--- src/tooth_cfg.svh ---
// Offsets, field positions, reset values and limits of the tooth switch logic
`ifndef TOOTH_CFG_SVH
`define TOOTH_CFG_SVH
`define SAMPLE_W 12
// Register byte offsets
`define OFS_CTRL 6'h00
`define OFS_MEMCNT 6'h04
`define OFS_POINTS 6'h08
`define OFS_BOUND 6'h0c
`define OFS_STATUS 6'h10
`define OFS_PEAK 6'h14
`define OFS_VALLEY 6'h18
`define OFS_OPTH 6'h1c
`define OFS_RELTH 6'h20
// Field positions
`define CTRL_POL_BIT 0
`define CTRL_BOUND_BIT 1
`define CTRL_MODE_LSB 2
`define CTRL_RUN_BIT 4
`define PTS_OP_LSB 0
`define PTS_REL_LSB 8
`define PTS_HYS_LSB 16
`define STAT_DROP_BIT 2
// Reset values
`define RST_MEMCNT 4'h1
`define RST_CODE 6'h13
`define RST_HYS 4'h6
`define RST_BOUND 12'h040
// Point codes in steps of 1/64 of peak-to-peak, and the tooth count limit
`define CODE_THIRTY 6'h13
`define CODE_FIFTY 6'h20
`define HYS_MIN 4'h4
`define HYS_MAX 4'h9
`define DROP_MARGIN 6'h0a
`define MEM_MAX 4'hc
`endif

--- src/tooth_pkg.sv ---
// Types shared by the tooth switch logic
`include "tooth_cfg.svh"
package tooth_pkg;
   typedef logic [`SAMPLE_W-1:0] sample_t;
   typedef enum logic [1:0] {PT_THIRTY, PT_FIFTY, PT_CUSTOM} pointMode_t;
   typedef enum logic [1:0] {ST_HOLD, ST_VALLEY, ST_TOOTH} trackState_t;
endpackage

--- src/tooth_if.sv ---
// Carrier between the core, the peak memory and the switch-point calculator
`timescale 1ns/1ps
interface tooth_if;
   tooth_pkg::sample_t peakIn, peakOut, peakRef, valleyRef;
   tooth_pkg::sample_t opRise, relFall, dropAmt;
   logic peakWr, ptrClear;
   logic [3:0] memCount;
   tooth_pkg::pointMode_t pointMode;
   logic [5:0] opCode, relCode;
   logic [3:0] hystCode;
   modport core (output peakIn, peakWr, ptrClear, memCount, peakRef, valleyRef,
      pointMode, opCode, relCode, hystCode, input peakOut, opRise, relFall, dropAmt);
   modport mem_side (input peakIn, peakWr, ptrClear, memCount, output peakOut);
   modport calc_side (input peakRef, valleyRef, pointMode, opCode, relCode, hystCode,
      output opRise, relFall, dropAmt);
endinterface

--- src/tooth_threshold_switch_logic.sv ---
// Running-mode tooth threshold tracking and switched output with register slave
//
// The address map and the Avalon-MM register port were chosen for this implementation.
`timescale 1ns/1ps
`include "tooth_cfg.svh"
// Function
// - Output low or high on tooth, selectable
// - Tooth memory count programmable one to twelve
// - Count one uses previous tooth peak
// - Larger count uses peak n teeth earlier
// - Continuous mode takes every previous valley
// - Bounded mode rejects large valley jumps
// - Points are percent of peak-to-peak span
// - Fixed options place points at 30 or 50
// - Custom points 30 to 50 in 1/64 steps
// - Hysteresis about ten percent, 4/64 to 9/64 of span
// - Flag drops beyond operate point minus fifteen
// - Edges independent of target rotation direction
// - Output switches on thresholds with hysteresis
module tooth_threshold_switch_logic (
   // Clock, reset and clock enable
   input wire logic ref_clk,
   input wire logic rst,
   input wire logic clkEn,
   // Avalon-MM register slave
   input wire logic [5:0] address,
   input wire logic read,
   input wire logic write,
   input wire logic [31:0] writedata,
   input wire logic [3:0] byteenable,
   output logic [31:0] readdata,
   output logic waitrequest,
   // Sampled magnetic signal
   input wire logic [`SAMPLE_W-1:0] sample,
   input wire logic sampleValid,
   // Switched output to the engine controller
   output logic switchOut
);

   // ----------------------------------------
   // Declarations
   // ----------------------------------------
   tooth_if tif();
   logic busAck_r;
   logic busReq;
   logic wrDone;
   logic rdTake;
   logic [31:0] beMask;
   logic [31:0] rdMux;
   logic [31:0] merged;
   logic [31:0] ctrlWord, memWord, pointsWord, boundWord, statusWord;
   logic wrCtrl, wrMemCnt, wrPoints, wrBound, wrStatus;
   logic highPol_r;
   logic boundedMode_r;
   tooth_pkg::pointMode_t pointMode_r;
   logic runEn_r;
   logic [3:0] memCount_r;
   logic [3:0] memCntIn;
   logic [3:0] memCntClamped;
   logic [5:0] opCode_r, relCode_r;
   logic [3:0] hystCode_r;
   tooth_pkg::sample_t valleyBound_r;
   logic dropHit_r;
   logic dropSet, dropClr;
   tooth_pkg::trackState_t state_r, state_nxt;
   logic sampleTick;
   logic aboveOp, belowRel;
   logic goTooth, goValley, leaveHold;
   tooth_pkg::sample_t curMax_r, curMax_nxt;
   tooth_pkg::sample_t curMin_r, curMin_nxt;
   tooth_pkg::sample_t valleyRef_r;
   tooth_pkg::sample_t valleyDiff;
   logic jumpBig;
   logic valleyLoad;
   logic toothNxt;
   logic polNxt;
   logic switchOut_r;

   // ----------------------------------------
   // Bus handshake
   // ----------------------------------------
   // One wait cycle per access; held off while the clock enable is low
   assign busReq = read | write;
   assign waitrequest = busReq & ~(busAck_r & clkEn);
   assign wrDone = write & busAck_r & clkEn;
   assign rdTake = read & ~busAck_r & clkEn;

   // Acknowledge flag toggles on for one cycle per access
   always_ff @(posedge ref_clk or posedge rst) begin
      if (rst) begin
         busAck_r <= 1'b0;
      end else if (clkEn) begin
         busAck_r <= busReq & ~busAck_r;
      end
   end

   // Read data captured in the wait cycle
   always_ff @(posedge ref_clk or posedge rst) begin
      if (rst) begin
         readdata <= 32'h0;
      end else if (rdTake) begin
         readdata <= rdMux;
      end
   end

   // ----------------------------------------
   // Register decode and read mux
   // ----------------------------------------
   assign wrCtrl = wrDone & (address == `OFS_CTRL);
   assign wrMemCnt = wrDone & (address == `OFS_MEMCNT);
   assign wrPoints = wrDone & (address == `OFS_POINTS);
   assign wrBound = wrDone & (address == `OFS_BOUND);
   assign wrStatus = wrDone & (address == `OFS_STATUS);

   // Register words as read back
   assign ctrlWord = {27'h0, runEn_r, pointMode_r, boundedMode_r, highPol_r};
   assign memWord = {28'h0, memCount_r};
   assign pointsWord = {12'h0, hystCode_r, 2'h0, relCode_r, 2'h0, opCode_r};
   assign boundWord = {20'h0, valleyBound_r};
   assign statusWord = {29'h0, dropHit_r, state_r == tooth_pkg::ST_TOOTH, switchOut};

   // Unmapped addresses read as zero
   assign rdMux = (address == `OFS_CTRL) ? ctrlWord :
      (address == `OFS_MEMCNT) ? memWord :
      (address == `OFS_POINTS) ? pointsWord :
      (address == `OFS_BOUND) ? boundWord :
      (address == `OFS_STATUS) ? statusWord :
      (address == `OFS_PEAK) ? {20'h0, tif.peakOut} :
      (address == `OFS_VALLEY) ? {20'h0, valleyRef_r} :
      (address == `OFS_OPTH) ? {20'h0, tif.opRise} :
      (address == `OFS_RELTH) ? {20'h0, tif.relFall} : 32'h0;

   // Byte lanes merge new data into the current word
   assign beMask = {{8{byteenable[3]}}, {8{byteenable[2]}},
      {8{byteenable[1]}}, {8{byteenable[0]}}};
   assign merged = (rdMux & ~beMask) | (writedata & beMask);

   // Tooth count held within one to twelve
   assign memCntIn = merged[3:0];
   assign memCntClamped = (memCntIn == 4'h0) ? 4'h1 :
      (memCntIn > `MEM_MAX) ? `MEM_MAX : memCntIn;

   // ----------------------------------------
   // Control registers
   // ----------------------------------------
   // Polarity, valley policy, point mode and run enable
   always_ff @(posedge ref_clk or posedge rst) begin
      if (rst) begin
         highPol_r <= 1'b0;
         boundedMode_r <= 1'b0;
         pointMode_r <= tooth_pkg::PT_THIRTY;
         runEn_r <= 1'b0;
      end else if (wrCtrl) begin
         highPol_r <= merged[`CTRL_POL_BIT];
         boundedMode_r <= merged[`CTRL_BOUND_BIT];
         pointMode_r <= (merged[`CTRL_MODE_LSB+:2] == 2'h3) ? tooth_pkg::PT_CUSTOM :
            tooth_pkg::pointMode_t'(merged[`CTRL_MODE_LSB+:2]);
         runEn_r <= merged[`CTRL_RUN_BIT];
      end
   end

   // Memory count; a new count restarts the store
   always_ff @(posedge ref_clk or posedge rst) begin
      if (rst) begin
         memCount_r <= `RST_MEMCNT;
      end else if (wrMemCnt) begin
         memCount_r <= memCntClamped;
      end
   end

   // Custom operate, release and hysteresis codes
   always_ff @(posedge ref_clk or posedge rst) begin
      if (rst) begin
         opCode_r <= `RST_CODE;
         relCode_r <= `RST_CODE;
         hystCode_r <= `RST_HYS;
      end else if (wrPoints) begin
         opCode_r <= merged[`PTS_OP_LSB+:6];
         relCode_r <= merged[`PTS_REL_LSB+:6];
         hystCode_r <= merged[`PTS_HYS_LSB+:4];
      end
   end

   // Largest accepted valley step in bounded mode
   always_ff @(posedge ref_clk or posedge rst) begin
      if (rst) begin
         valleyBound_r <= `RST_BOUND;
      end else if (wrBound) begin
         valleyBound_r <= merged[`SAMPLE_W-1:0];
      end
   end

   // Amplitude drop flag: set wins over a write-one clear
   assign dropClr = wrStatus & writedata[`STAT_DROP_BIT] & byteenable[0];
   always_ff @(posedge ref_clk or posedge rst) begin
      if (rst) begin
         dropHit_r <= 1'b0;
      end else if (clkEn) begin
         dropHit_r <= dropSet | (dropHit_r & ~dropClr);
      end
   end

   // ----------------------------------------
   // Sub-blocks
   // ----------------------------------------
   assign tif.memCount = memCount_r;
   assign tif.ptrClear = wrMemCnt;
   assign tif.peakIn = curMax_r;
   assign tif.peakWr = goValley | leaveHold;
   assign tif.peakRef = tif.peakOut;
   assign tif.valleyRef = valleyRef_r;
   assign tif.pointMode = pointMode_r;
   assign tif.opCode = opCode_r;
   assign tif.relCode = relCode_r;
   assign tif.hystCode = hystCode_r;

   // Peak store
   peak_memory #(.MEM_DEPTH(12)) u_mem (
      .ref_clk(ref_clk),
      .rst(rst),
      .clkEn(clkEn),
      .io(tif.mem_side)
   );

   // Threshold arithmetic
   switch_point_calc u_calc (
      .ref_clk(ref_clk),
      .rst(rst),
      .io(tif.calc_side)
   );

   // ----------------------------------------
   // Tooth and valley tracking
   // ----------------------------------------
   // Level comparisons only, so either rotation gives the same edges
   assign sampleTick = clkEn & sampleValid;
   assign aboveOp = sample > tif.opRise;
   assign belowRel = sample < tif.relFall;

   // Switch state on thresholds with hysteresis
   always_comb begin
      state_nxt = state_r;
      unique case (state_r)
         tooth_pkg::ST_HOLD: begin
            if (runEn_r) state_nxt = tooth_pkg::ST_VALLEY;
         end
         tooth_pkg::ST_VALLEY: begin
            if (!runEn_r) state_nxt = tooth_pkg::ST_HOLD;
            else if (aboveOp) state_nxt = tooth_pkg::ST_TOOTH;
         end
         tooth_pkg::ST_TOOTH: begin
            if (!runEn_r) state_nxt = tooth_pkg::ST_HOLD;
            else if (belowRel) state_nxt = tooth_pkg::ST_VALLEY;
         end
      endcase
   end

   // Transition strobes
   assign goTooth = sampleTick & (state_r == tooth_pkg::ST_VALLEY) &
      (state_nxt == tooth_pkg::ST_TOOTH);
   assign goValley = sampleTick & (state_r == tooth_pkg::ST_TOOTH) &
      (state_nxt == tooth_pkg::ST_VALLEY);
   assign leaveHold = sampleTick & (state_r == tooth_pkg::ST_HOLD) & runEn_r;

   // Peak follows in tooth, valley follows in valley, both while held
   assign curMax_nxt = goTooth ? sample :
      (state_r != tooth_pkg::ST_VALLEY && sample > curMax_r) ? sample : curMax_r;
   assign curMin_nxt = goValley ? sample :
      (state_r != tooth_pkg::ST_TOOTH && sample < curMin_r) ? sample : curMin_r;

   // State and running extremes
   always_ff @(posedge ref_clk or posedge rst) begin
      if (rst) begin
         state_r <= tooth_pkg::ST_HOLD;
         curMax_r <= '0;
         curMin_r <= '1;
      end else if (sampleTick) begin
         state_r <= state_nxt;
         curMax_r <= curMax_nxt;
         curMin_r <= curMin_nxt;
      end
   end

   // Valley step size against the last accepted valley
   assign valleyDiff = curMin_r > valleyRef_r ? curMin_r - valleyRef_r :
      valleyRef_r - curMin_r;
   assign jumpBig = valleyDiff > valleyBound_r;
   assign valleyLoad = leaveHold | (goTooth & (~boundedMode_r | ~jumpBig));

   // Valley reference for the next tooth
   always_ff @(posedge ref_clk or posedge rst) begin
      if (rst) begin
         valleyRef_r <= '0;
      end else if (valleyLoad) begin
         valleyRef_r <= curMin_r;
      end
   end

   // Tooth fell short of the stored peak by more than allowed
   assign dropSet = goValley &
      (({1'b0, curMax_r} + {1'b0, tif.dropAmt}) < {1'b0, tif.peakOut});

   // ----------------------------------------
   // Output stage
   // ----------------------------------------
   assign toothNxt = sampleTick ? (state_nxt == tooth_pkg::ST_TOOTH) :
      (state_r == tooth_pkg::ST_TOOTH);
   assign polNxt = wrCtrl ? merged[`CTRL_POL_BIT] : highPol_r;

   // High-on-tooth passes the state, low-on-tooth inverts it
   always_ff @(posedge ref_clk or posedge rst) begin
      if (rst) begin
         switchOut_r <= 1'b1;
      end else if (clkEn) begin
         switchOut_r <= toothNxt ~^ polNxt;
      end
   end
   assign switchOut = switchOut_r;
endmodule // tooth_threshold_switch_logic

--- src/peak_memory.sv ---
// Circular store of tooth peak values
`timescale 1ns/1ps
`include "tooth_cfg.svh"
module peak_memory #(parameter int MEM_DEPTH = 12) (
   // Clock, reset and clock enable
   input wire logic ref_clk,
   input wire logic rst,
   input wire logic clkEn,
   // Peak store and lookup
   tooth_if.mem_side io
);
   tooth_pkg::sample_t mem_r [MEM_DEPTH];
   tooth_pkg::sample_t last_r;
   logic [3:0] ptr_r;
   logic filled_r;
   logic atEnd;
   logic [3:0] ptrNxt;

   // Wrap at the programmed count; oldest entry sits at the pointer
   assign atEnd = (ptr_r == io.memCount - 4'h1);
   assign ptrNxt = atEnd ? 4'h0 : ptr_r + 4'h1;
   assign io.peakOut = filled_r ? mem_r[ptr_r] : last_r;

   // Write one peak per tooth
   always_ff @(posedge ref_clk or posedge rst) begin
      if (rst) begin
         for (int i = 0; i < MEM_DEPTH; i++) mem_r[i] <= '0;
         last_r <= '0;
         ptr_r <= 4'h0;
         filled_r <= 1'b0;
      end else if (clkEn && io.ptrClear) begin
         ptr_r <= 4'h0;
         filled_r <= 1'b0;
      end else if (clkEn && io.peakWr) begin
         mem_r[ptr_r] <= io.peakIn;
         last_r <= io.peakIn;
         ptr_r <= ptrNxt;
         if (atEnd) filled_r <= 1'b1;
      end
   end
endmodule // peak_memory

--- src/switch_point_calc.sv ---
// Operate and release thresholds from tracked peak and valley
`timescale 1ns/1ps
`include "tooth_cfg.svh"
module switch_point_calc (
   // Clock and reset for checks
   input wire logic ref_clk,
   input wire logic rst,
   // Threshold inputs and results
   tooth_if.calc_side io
);
   logic [5:0] opEff, relEff, opClamp, relClamp;
   logic [3:0] hystEff;
   logic [11:0] span, opOfs, relOfs, hystHalf;
   logic [17:0] opProd, relProd, dropProd;
   logic [15:0] hystProd;
   logic [12:0] opSum, relPoint;

   // Point codes by mode, custom codes held to 30..50 percent
   assign opClamp = io.opCode < `CODE_THIRTY ? `CODE_THIRTY :
      io.opCode > `CODE_FIFTY ? `CODE_FIFTY : io.opCode;
   assign relClamp = io.relCode < `CODE_THIRTY ? `CODE_THIRTY :
      io.relCode > `CODE_FIFTY ? `CODE_FIFTY : io.relCode;
   assign opEff = io.pointMode == tooth_pkg::PT_THIRTY ? `CODE_THIRTY :
      io.pointMode == tooth_pkg::PT_FIFTY ? `CODE_FIFTY : opClamp;
   assign relEff = io.pointMode == tooth_pkg::PT_THIRTY ? `CODE_THIRTY :
      io.pointMode == tooth_pkg::PT_FIFTY ? `CODE_FIFTY : relClamp;
   assign hystEff = io.hystCode < `HYS_MIN ? `HYS_MIN :
      io.hystCode > `HYS_MAX ? `HYS_MAX : io.hystCode;

   // Span and scaled offsets above the valley
   assign span = io.peakRef > io.valleyRef ? io.peakRef - io.valleyRef : 12'h000;
   assign opProd = span * opEff;
   assign relProd = span * relEff;
   assign hystProd = span * hystEff;
   assign dropProd = span * (opEff - `DROP_MARGIN);
   assign opOfs = opProd[17:6];
   assign relOfs = relProd[17:6];
   assign hystHalf = {3'h0, hystProd[15:7]};
   assign io.dropAmt = dropProd[17:6];

   // Half the hysteresis on each side of the points
   assign opSum = {1'b0, io.valleyRef} + {1'b0, opOfs} + {1'b0, hystHalf};
   assign relPoint = {1'b0, io.valleyRef} + {1'b0, relOfs};
   assign io.opRise = opSum[12] ? 12'hfff : opSum[11:0];
   assign io.relFall = relPoint[11:0] > hystHalf ? relPoint[11:0] - hystHalf : 12'h000;
endmodule // switch_point_calc

--- config.mk ---
export PLATFORM = sky130hd
export DESIGN_NAME = tooth_threshold_switch_logic
export DESIGN_NICKNAME = d
export VERILOG_FILES = /design/src/tooth_pkg.sv /design/src/tooth_if.sv /design/src/tooth_threshold_switch_logic.sv /design/src/peak_memory.sv /design/src/switch_point_calc.sv
export VERILOG_INCLUDE_DIRS = /design/src
export SDC_FILE = /design/constraint.sdc
export NUM_CORES = 1
export LEC_CHECK = 0
export ABC_AREA = 0
export BUFFER_PORTS_ARGS = -buffer_cell sky130_fd_sc_hd__buf_2
export CAP_MARGIN = 20
export CORE_MARGIN = 1
export CORE_UTILIZATION = 53
export DETAILED_ROUTE_END_ITERATION = 8
export PLACE_DENSITY = 0.7
export SETUP_SLACK_MARGIN = 0.3
export SLEW_MARGIN = 20
export SYNTH_ARGS = -nofsm -noshare
export SYNTH_HDL_FRONTEND = slang
export SYNTH_SLANG_ARGS = --single-unit
--- constraint.sdc ---
create_clock -name ref_clk -period 32.5 [get_ports ref_clk]
set_input_delay 4.875 -clock ref_clk [delete_from_list [all_inputs] [get_ports ref_clk]]
set_output_delay 4.875 -clock ref_clk [all_outputs]
set_load 0.02 [all_outputs]
==> results of run 1 <==
==> synth_stat cells (34+ instances only) <==
cell / number / area [sq um]
a21o_1: 52 / 390
a21oi_1: 104 / 521
clkbuf_1: 91 / 342
dfrtp_1: 234 / 5860
fa_1: 197 / 3940
ha_1: 256 / 3200
inv_1: 349 / 1310
mux2_2: 174 / 1960
mux2i_1: 44 / 440
mux4_2: 34 / 766
nand2_1: 226 / 848
nand3_1: 36 / 180
nor2_1: 241 / 905
o21ai_0: 104 / 521
xnor2_1: 66 / 578
==> power groups by stage <==
| stage | combinational, W | sequential [W] | clock (W) |
|---|---|---|---|
| 2_1_floorplan | 0.000633 | 0.000372 | 0 |
| 3_3_place_gp | 0.000795 | 0.000386 | 0 |
| 3_5_place_dp | 0.000835 | 0.000388 | 0 |
| 4_1_cts | 0.000845 | 0.000382 | 0.000327 |
| 5_1_grt | 0.000962 | 0.000386 | 0.000337 |
| 6_report | 0.000852 | 0.000382 | 0.000321 |
==> sequential cells by signal, indices dropped and copies added (netlist names), 2 cells and up <==
name and cells:
valleyBound_r 12, tif.valleyRef 12, memCount_r 4, u_mem.mem_r 144, u_mem.last_r 12, readdata 18
relCode_r 6, curMax_r 12, opCode_r 6, hystCode_r 4, u_mem.ptr_r 4, curMin_r 12
pointMode_r 2, state_r 2
==> worst max-delay path by stage <==
| stage | from | endpoint | depth (start not counted) |
|---|---|---|---|
| floorplan | u_mem.ptr_r[0] | u_mem.mem_r[36] | 55 |
| finish | u_mem.ptr_r[1] | u_mem.mem_r[23] | 50 |
| global route | u_mem.ptr_r[0] | u_mem.mem_r[23] | 50 |
| CTS | u_mem.ptr_r[0] | u_mem.mem_r[87] | 50 |
| detailed placement | u_mem.ptr_r[1] | u_mem.mem_r[87] | 50 |
| global placement | u_mem.ptr_r[1] | u_mem.mem_r[51] | 50 |
==> worst max-delay path: cells and delay by family (launching register included) <==
kind	cells	cell delay, ns
compound gates	20	5.00
simple gates	10	3.79
fa+ha+maj	9	3.42
mux	4	1.90
buf+inv	5	1.20
xor+xnor	2	0.37
flops	1	0.34
==> cells by family after synthesis <==
| logic type | count (synthesis) |
|---|---|
| AOI/OAI and AO/OA | 459 |
| adders and majority gates | 453 |
| other | 2 |
| and+or+nand+nor | 727 |
| DFF | 257 |
| xor gates and xnor gates | 97 |
| buffers and inverters | 484 |
| muxes | 283 |
==> routing by layer <==
metal  track usage  vias to the layer above  routed length (um)
li1              -                     9447                   -
met1         0.399                    10500               31600
met2         0.499                      695               35700
met3        0.0409                      176                4550
met4         0.160                        2                4320
met5             0                        -                  10
==> through the flow <==
stage / std cells / area [sq um] / hold slack, ns / setup WS, ns
floorplan: 2807 / 26600 / 0.450 / 19.17
global placement: 3435 / 27400 / 0.461 / 16.83
detailed placement: 3436 / 27400 / 0.465 / 16.55
CTS: 3488 / 28300 / 0.481 / 16.44
global route: 3488 / 28300 / 0.504 / 15.39
finish: 3489 / 28300 / 0.477 / 16.40
==> area by class of cell <==
type	count	share of cell area
clock buffers	42	0.0287
flip-flops and latches	257	0.228
well taps	664	0.0293
inverters	350	0.0466
repair buffers	99	0.0208
clock inverters	10	0.00393
multi-input cells	2066	0.642
diodes	1	0.0000883
==> impl_results.md, run 1 <==
* Status: finished clean
* Layout Utilization at 0.577
* Cell Pwr Density at about 55 nW/um^2
* HP Start: readdata[1]
* Max Cap Violations at 0
* Placer Congestion at 0.962
* Complex-gate fraction of the synthesized area at 0.116
* CP arrival at between 15 and 20 ns
* Max Buffers Root-to-Sink at 3
* Fmax at 62.1 MHz
* Most frequent cells in the layout: inv_1, ha_1, nor2_1
* Die ar. at ~51000 sq um
* 1st-pass router iterations at 6
* Vias in the first global route at about 21000
* Slew HR at 0.304
* Tot Pwr at roughly 0.0016 W
* Worst-case reg-to-reg path depth at 50
* Area of the multi-input gates at approximately 18000 sq um
* Tmin final at between 15 and 20 ns
* Seq pwr share at 0.246
* Setup CP Type: register to register
* H-tree levels at 1
* Port Buffer Count at 64
* DP HPWL at 59200 um
* Unique masters post-synth at 80
* CTS resizes at 0
* Avg WL per Cell at around 22 um
* Final nets at about 3300
* Capturing point of the worst reg2reg path: u_mem.mem_r[23]
* Clock share of power at 0.207
* Slowest stage cell on the critical path: nor4_4
* Initial core utilization at 0.538
* DRC errors left at 0
* Sw Pwr at roughly 0.00066 W
* Internal at around 0.00090 W
* GR Overflow Total at 0
* Root Buffer: clkbuf_16
* Initial antenna violation count at 2
* Mean Syn Cell Area at between 9 and 10 sq um
* Largest family of logic cells by synthesized area: adder cells
* Adder-cell share of the synthesized area at 0.271
* Layout fillers at between 4000 and 5000
* Sequential cell area at 6460 sq um
* Largest net degree at the start of global routing at between 100 and 150
* CTS tree: yes
* Cell count after synthesis at between 2000 and 3000
* Hold Vio Cnt, Final at 0
* Post-synthesis xor/xnor area fraction at 0.0322
* Clock Skew at ~0.07 ns
* Worst-margin pin slew at 1.04 ns
* Switching part of the total at 0.423
* Yosys reg bits at between 200 and 300
* Post-DRT Antenna Nets at 0
* Postcts setup bufs at 0
* Synth Flop Type: dfrtp_1
* RSZ-0062 raised after global routing: no
* Die Wd at approximately 230 um
* Worst skew pair latency at 0.61 ns
* Post-Synth Simple-Gate Area at 0.130
* Worst min-delay path class: register to register
* R2R Setup Slk at 16.40 ns
* Mapped cell area at 26400 sq um
* Worst-path maximum fanout at between 40 and 50
* CTS Hold Bufs at 0
* Number of synthesized flops with an enable pin at 0
* Total routed wirelength at approximately 76000 um
* Static Leak at approximately 14 nW
* Setup TNS at 0 ns
* Crit. End Element: register
* DR vias at just over 20000
* Die span in y at roughly 230 um
* Initial drt markers at between 1500 and 2000
* Final period util at 0.495
* FF-to-FF Start: u_mem.ptr_r[1]
* Io pins at 94
* Worst vdd ir at between 0.00007 and 0.00008 V
* Startpoint types: register
* Slowest stage delay, CP at between 0.9 and 1 ns
* Combinational share of power at 0.548
* Worst Hold End: readdata[1]
* Area of the core at just under 50000 sq um
* Clock-pin slew of the registers on the worst-case setup and hold paths at 0.07 ns
* Register area share after synthesis at 0.245
* # rows at 81
* Synthesis warning total at 0
* Final Setup Violations at 0
* Detail-routed via count per cell at about 6.0
* Global Route Usage Sum at 0.307
* Most common cell after layout, fill and taps aside: inv_1
* Hold path depth at 2
* Critical Path RT at about 33 ns
* First-pass GRT wire length at roughly 120000 um
* CTS buffer count at 28
* Synth-to-layout area growth at 7.29%
* Asr flop ratio synth at 1.00
* Layout cell share with drive strength beyond 1 at 0.146
* Post-synthesis mux area share at 0.133
* Pins Over Slew Limit at 0
* # clock sinks at roughly 260
Note: power is estimated with default switching activity, not from simulation.
==> run 2: changes to the inputs <==
--- a/config.mk
+++ b/config.mk
@@ -12,7 +12,7 @@
 export CORE_MARGIN = 1
 export CORE_UTILIZATION = 53
 export DETAILED_ROUTE_END_ITERATION = 8
-export PLACE_DENSITY = 0.7
+export PLACE_DENSITY = 0.73
 export SETUP_SLACK_MARGIN = 0.3
 export SLEW_MARGIN = 20
 export SYNTH_ARGS = -nofsm -noshare
==> constraint.sdc (replaced) <==
create_clock -name ref_clk -period 14 [get_ports ref_clk]
set_input_delay 2.1 -clock ref_clk [delete_from_list [all_inputs] [get_ports ref_clk]]
set_output_delay 2.1 -clock ref_clk [all_outputs]
set_load 0.02 [all_outputs]
==> run 2 against run 1 <==
Against the previous run: clock-buffer cell count shrank 4; setup slack lost 16 ns; core utilization rose by 1.6 points; sequential share of layout area fell by 0.62 points; critical path type unchanged; largest cell class unchanged; critical endpoint is now u_mem.mem_r[139]; sequential cell count unchanged; clock power up 140%.
==> impl_results.md, run 2 (same netlist as run 1, synthesis figures left out) <==
* Status: finished clean (unchanged)
* Layout fillers at 4150 (was 4314)
* Crit path launch: u_mem.ptr_r[0] (was u_mem.ptr_r[1])
* 1st-pass router iterations at 5 (was 6)
* Setup CP Type: register to register (unchanged)
* Die ar. at 50700 sq um (unchanged)
* Worst-margin pin slew at 1.10 ns (was 1.04 ns)
* Area of the multi-input gates at 18300 sq um (was 18200 sq um)
* Slew HR at 0.262 (was 0.304)
* GR Overflow Total at 0 (unchanged)
* Clock-pin slew of the registers on the worst-case setup and hold paths at 0.07 ns (about the same)
* Switching part of the total at 0.423 (about the same)
* Hold Vio Cnt, Final at 0 (unchanged)
* DRC errors left at 0 (unchanged)
* Static Leak at 14.7 nW (was 14.3 nW)
* DR vias at 21300 (was 20800)
* Largest registers: u_mem.mem_r (144), readdata (18) (unchanged)
* Seq pwr share at 0.252 (was 0.246)
* Final nets at 3394 (was 3315)
* Initial drt markers at 1742 (was 1549)
* Max FFs per register at 144 (unchanged)
* Largest reg by FF count: u_mem.mem_r (unchanged)
* Minimum hold slack at 0.478 ns (was 0.477 ns)
* Clock share of power at 0.214 (was 0.207)
* Placer Congestion at 0.983 (was 0.962)
* Slowest stage cell on the critical path: mux4_2 (was nor4_4)
* Worst vdd ir at 0.000232 V (was 0.0000777 V)
* Setup TNS at 0 ns (unchanged)
* Vias in the first global route at 21800 (was 21000)
* Area of the core at 49100 sq um (unchanged)
* Avg WL per Cell at 21.9 um (was 21.8 um)
* Final Setup Violations at 0 (unchanged)
* Worst-path maximum fanout at 14 (was 45)
* HP Start: readdata[7] (was readdata[1])
* Clock Skew at 0.0153 ns (was 0.0697 ns)
* Crit. End Element: register (unchanged)
* Initial antenna violation count at 6 (was 2)
* FF-to-FF Start: u_mem.ptr_r[0] (was u_mem.ptr_r[1])
* Root Buffer: clkbuf_16 (unchanged)
* Critical Path RT at 14.47 ns (was 32.98 ns)
* Worst min-delay path class: register to register (unchanged)
* Pins Over Slew Limit at 0 (unchanged)
* Most common cell after layout, fill and taps aside: inv_1 (unchanged)
* Die span in y at 225 um (unchanged)
* Slowest stage delay, CP at 0.53 ns (was 0.92 ns)
* CTS Hold Bufs at 0 (unchanged)
* Tmin final at 13.13 ns (was 16.10 ns)
* Largest net degree at the start of global routing at 112 (was 103)
* Sw Pwr at 0.00155 W (was 0.000658 W)
* Final period util at 0.938 (was 0.495)
* Combinational share of power at 0.533 (was 0.548)
* Global Route Usage Sum at 0.313 (was 0.307)
* Initial core utilization at 0.538 (unchanged)
* CTS tree: yes (unchanged)
* # rows at 81 (unchanged)
* Port Buffer Count at 64 (unchanged)
* Internal at 0.00211 W (was 0.000898 W)
* Top cell by count, worst path: buf_4
* Sequential cell area at 6470 sq um (was 6460 sq um)
* Cell Pwr Density at 126 nW/um^2 (was 54.9 nW/um^2)
* First-pass GRT wire length at 121000 um (was 119000 um)
* Post-DRT Antenna Nets at 0 (unchanged)
* Layout cell share with drive strength beyond 1 at 0.175 (was 0.146)
* CP arrival at 13.60 ns (was 16.58 ns)
* CTS buffer count at 29 (was 28)
* Total routed wirelength at 78100 um (was 76200 um)
* Sum of buffers and inverters on the critical path at 10 (was 5)
* # clock sinks at 257 (unchanged)
* Worst skew pair latency at 0.59 ns (was 0.61 ns)
* Crit-path leading delay family: compound AO/OA/AOI/OAI gates (unchanged)
* Die Wd at 225 um (unchanged)
* Max Buffers Root-to-Sink at 3 (unchanged)
* Synth-to-layout area growth at 10.3% (was 7.29%)
* Most frequent cells in the layout: inv_1, ha_1, nor2_1 (unchanged)
* Startpoint types: register (unchanged)
* Io pins at 94 (unchanged)
* H-tree levels at 1 (unchanged)
* DP HPWL at 61000 um (was 59200 um)
* Fmax at 76.2 MHz (was 62.1 MHz)
* Detail-routed via count per cell at 5.96 (was 5.95)
* Max Cap Violations at 0 (unchanged)
* RSZ-0062 raised after global routing: no (unchanged)
-- run 2: cell count changes in the layout (fill, tap and decap cells not counted), moves of 5 or more --
cell | before | now
buf_4 | 33 | 103
o21ai_0 | 104 | 97
o21ai_1 | 4 | 10
buf_12 | 0 | 5
nor2_1 | 241 | 236
-- run 2: final timing paths --
kind | endpoint | slack, ns | depth (start not counted)
min | readdata[7] | 0.48 | 2
min in group asynchronous | u_mem.mem_r[44] | 1.69 | 2
max in group asynchronous | hystCode_r[3] | 10.96 | 3
max | u_mem.mem_r[139] | 0.87 | 50
min reg2reg | readdata[7] | 0.48 | 2
max reg2reg | u_mem.mem_r[139] | 0.87 | 50
-- run 2: per-stage QoR --
stage                     power, W  utilization  worst slack, ns  cells  cell area [sq um]
after global routing       0.00393        0.594            0.307   3568              29100
final                      0.00366        0.594            0.868   3568              29100
after floorplan            0.00233            -            0.670   2807              26600
after CTS                  0.00364        0.589            0.315   3557              28900
after detailed placement   0.00283        0.569            0.320   3506              27900
after global placement     0.00274        0.569            0.650   3506              27900
-- run 2: worst register-to-register path: cells and delay by family (launching register included) --
family	cells	cell delay, ns
AND/OR/NAND/NOR	11	1.97
flip-flops	1	0.45
multiplexers	4	1.35
XOR/XNOR	1	0.41
adder cells (fa/ha/maj)	8	3.03
buffers and inverters	10	1.68
AO/OA/AOI/OAI	16	4.10
-- run 2: cell type report --
| class | instances | share of cell area |
|---|---|---|
| clock buffer | 38 | 0.0268 |
| timing repair buffer | 177 | 0.0434 |
| sequential | 257 | 0.222 |
| inverter | 350 | 0.0454 |
| clock inverter | 13 | 0.00606 |
| multi-input combinational | 2066 | 0.628 |
| tap | 664 | 0.0285 |
| antenna | 3 | 0.000258 |
-- run 2: layer usage --
metal,part of all wire,GRT usage
met3,0.066,0.0391
met4,0.065,0.179
met2,0.47,0.513
met5,0.00013,0
met1,0.40,0.401
-- run 2: power groups by stage --
| stage | Sequential [W] | Clock [W] | Combinational (W) |
|---|---|---|---|
| 2_1_floorplan | 0.000863 | 0 | 0.00147 |
| 3_3_place_gp | 0.000926 | 0 | 0.00181 |
| 3_5_place_dp | 0.000932 | 0 | 0.00190 |
| 4_1_cts | 0.000919 | 0.000799 | 0.00192 |
| 5_1_grt | 0.000931 | 0.000823 | 0.00218 |
| 6_report | 0.000922 | 0.000784 | 0.00195 |
-- run 2: timing repair --
item / 4_1_cts / 5_1_grt
setup buffers: 0 / 7
pin swaps: 1 / 7
resized for setup: 1 / 29
endpoints found under the setup margin: 14 / 198
cloned: 0 / 1
hold endpoints to repair: 0 / 0
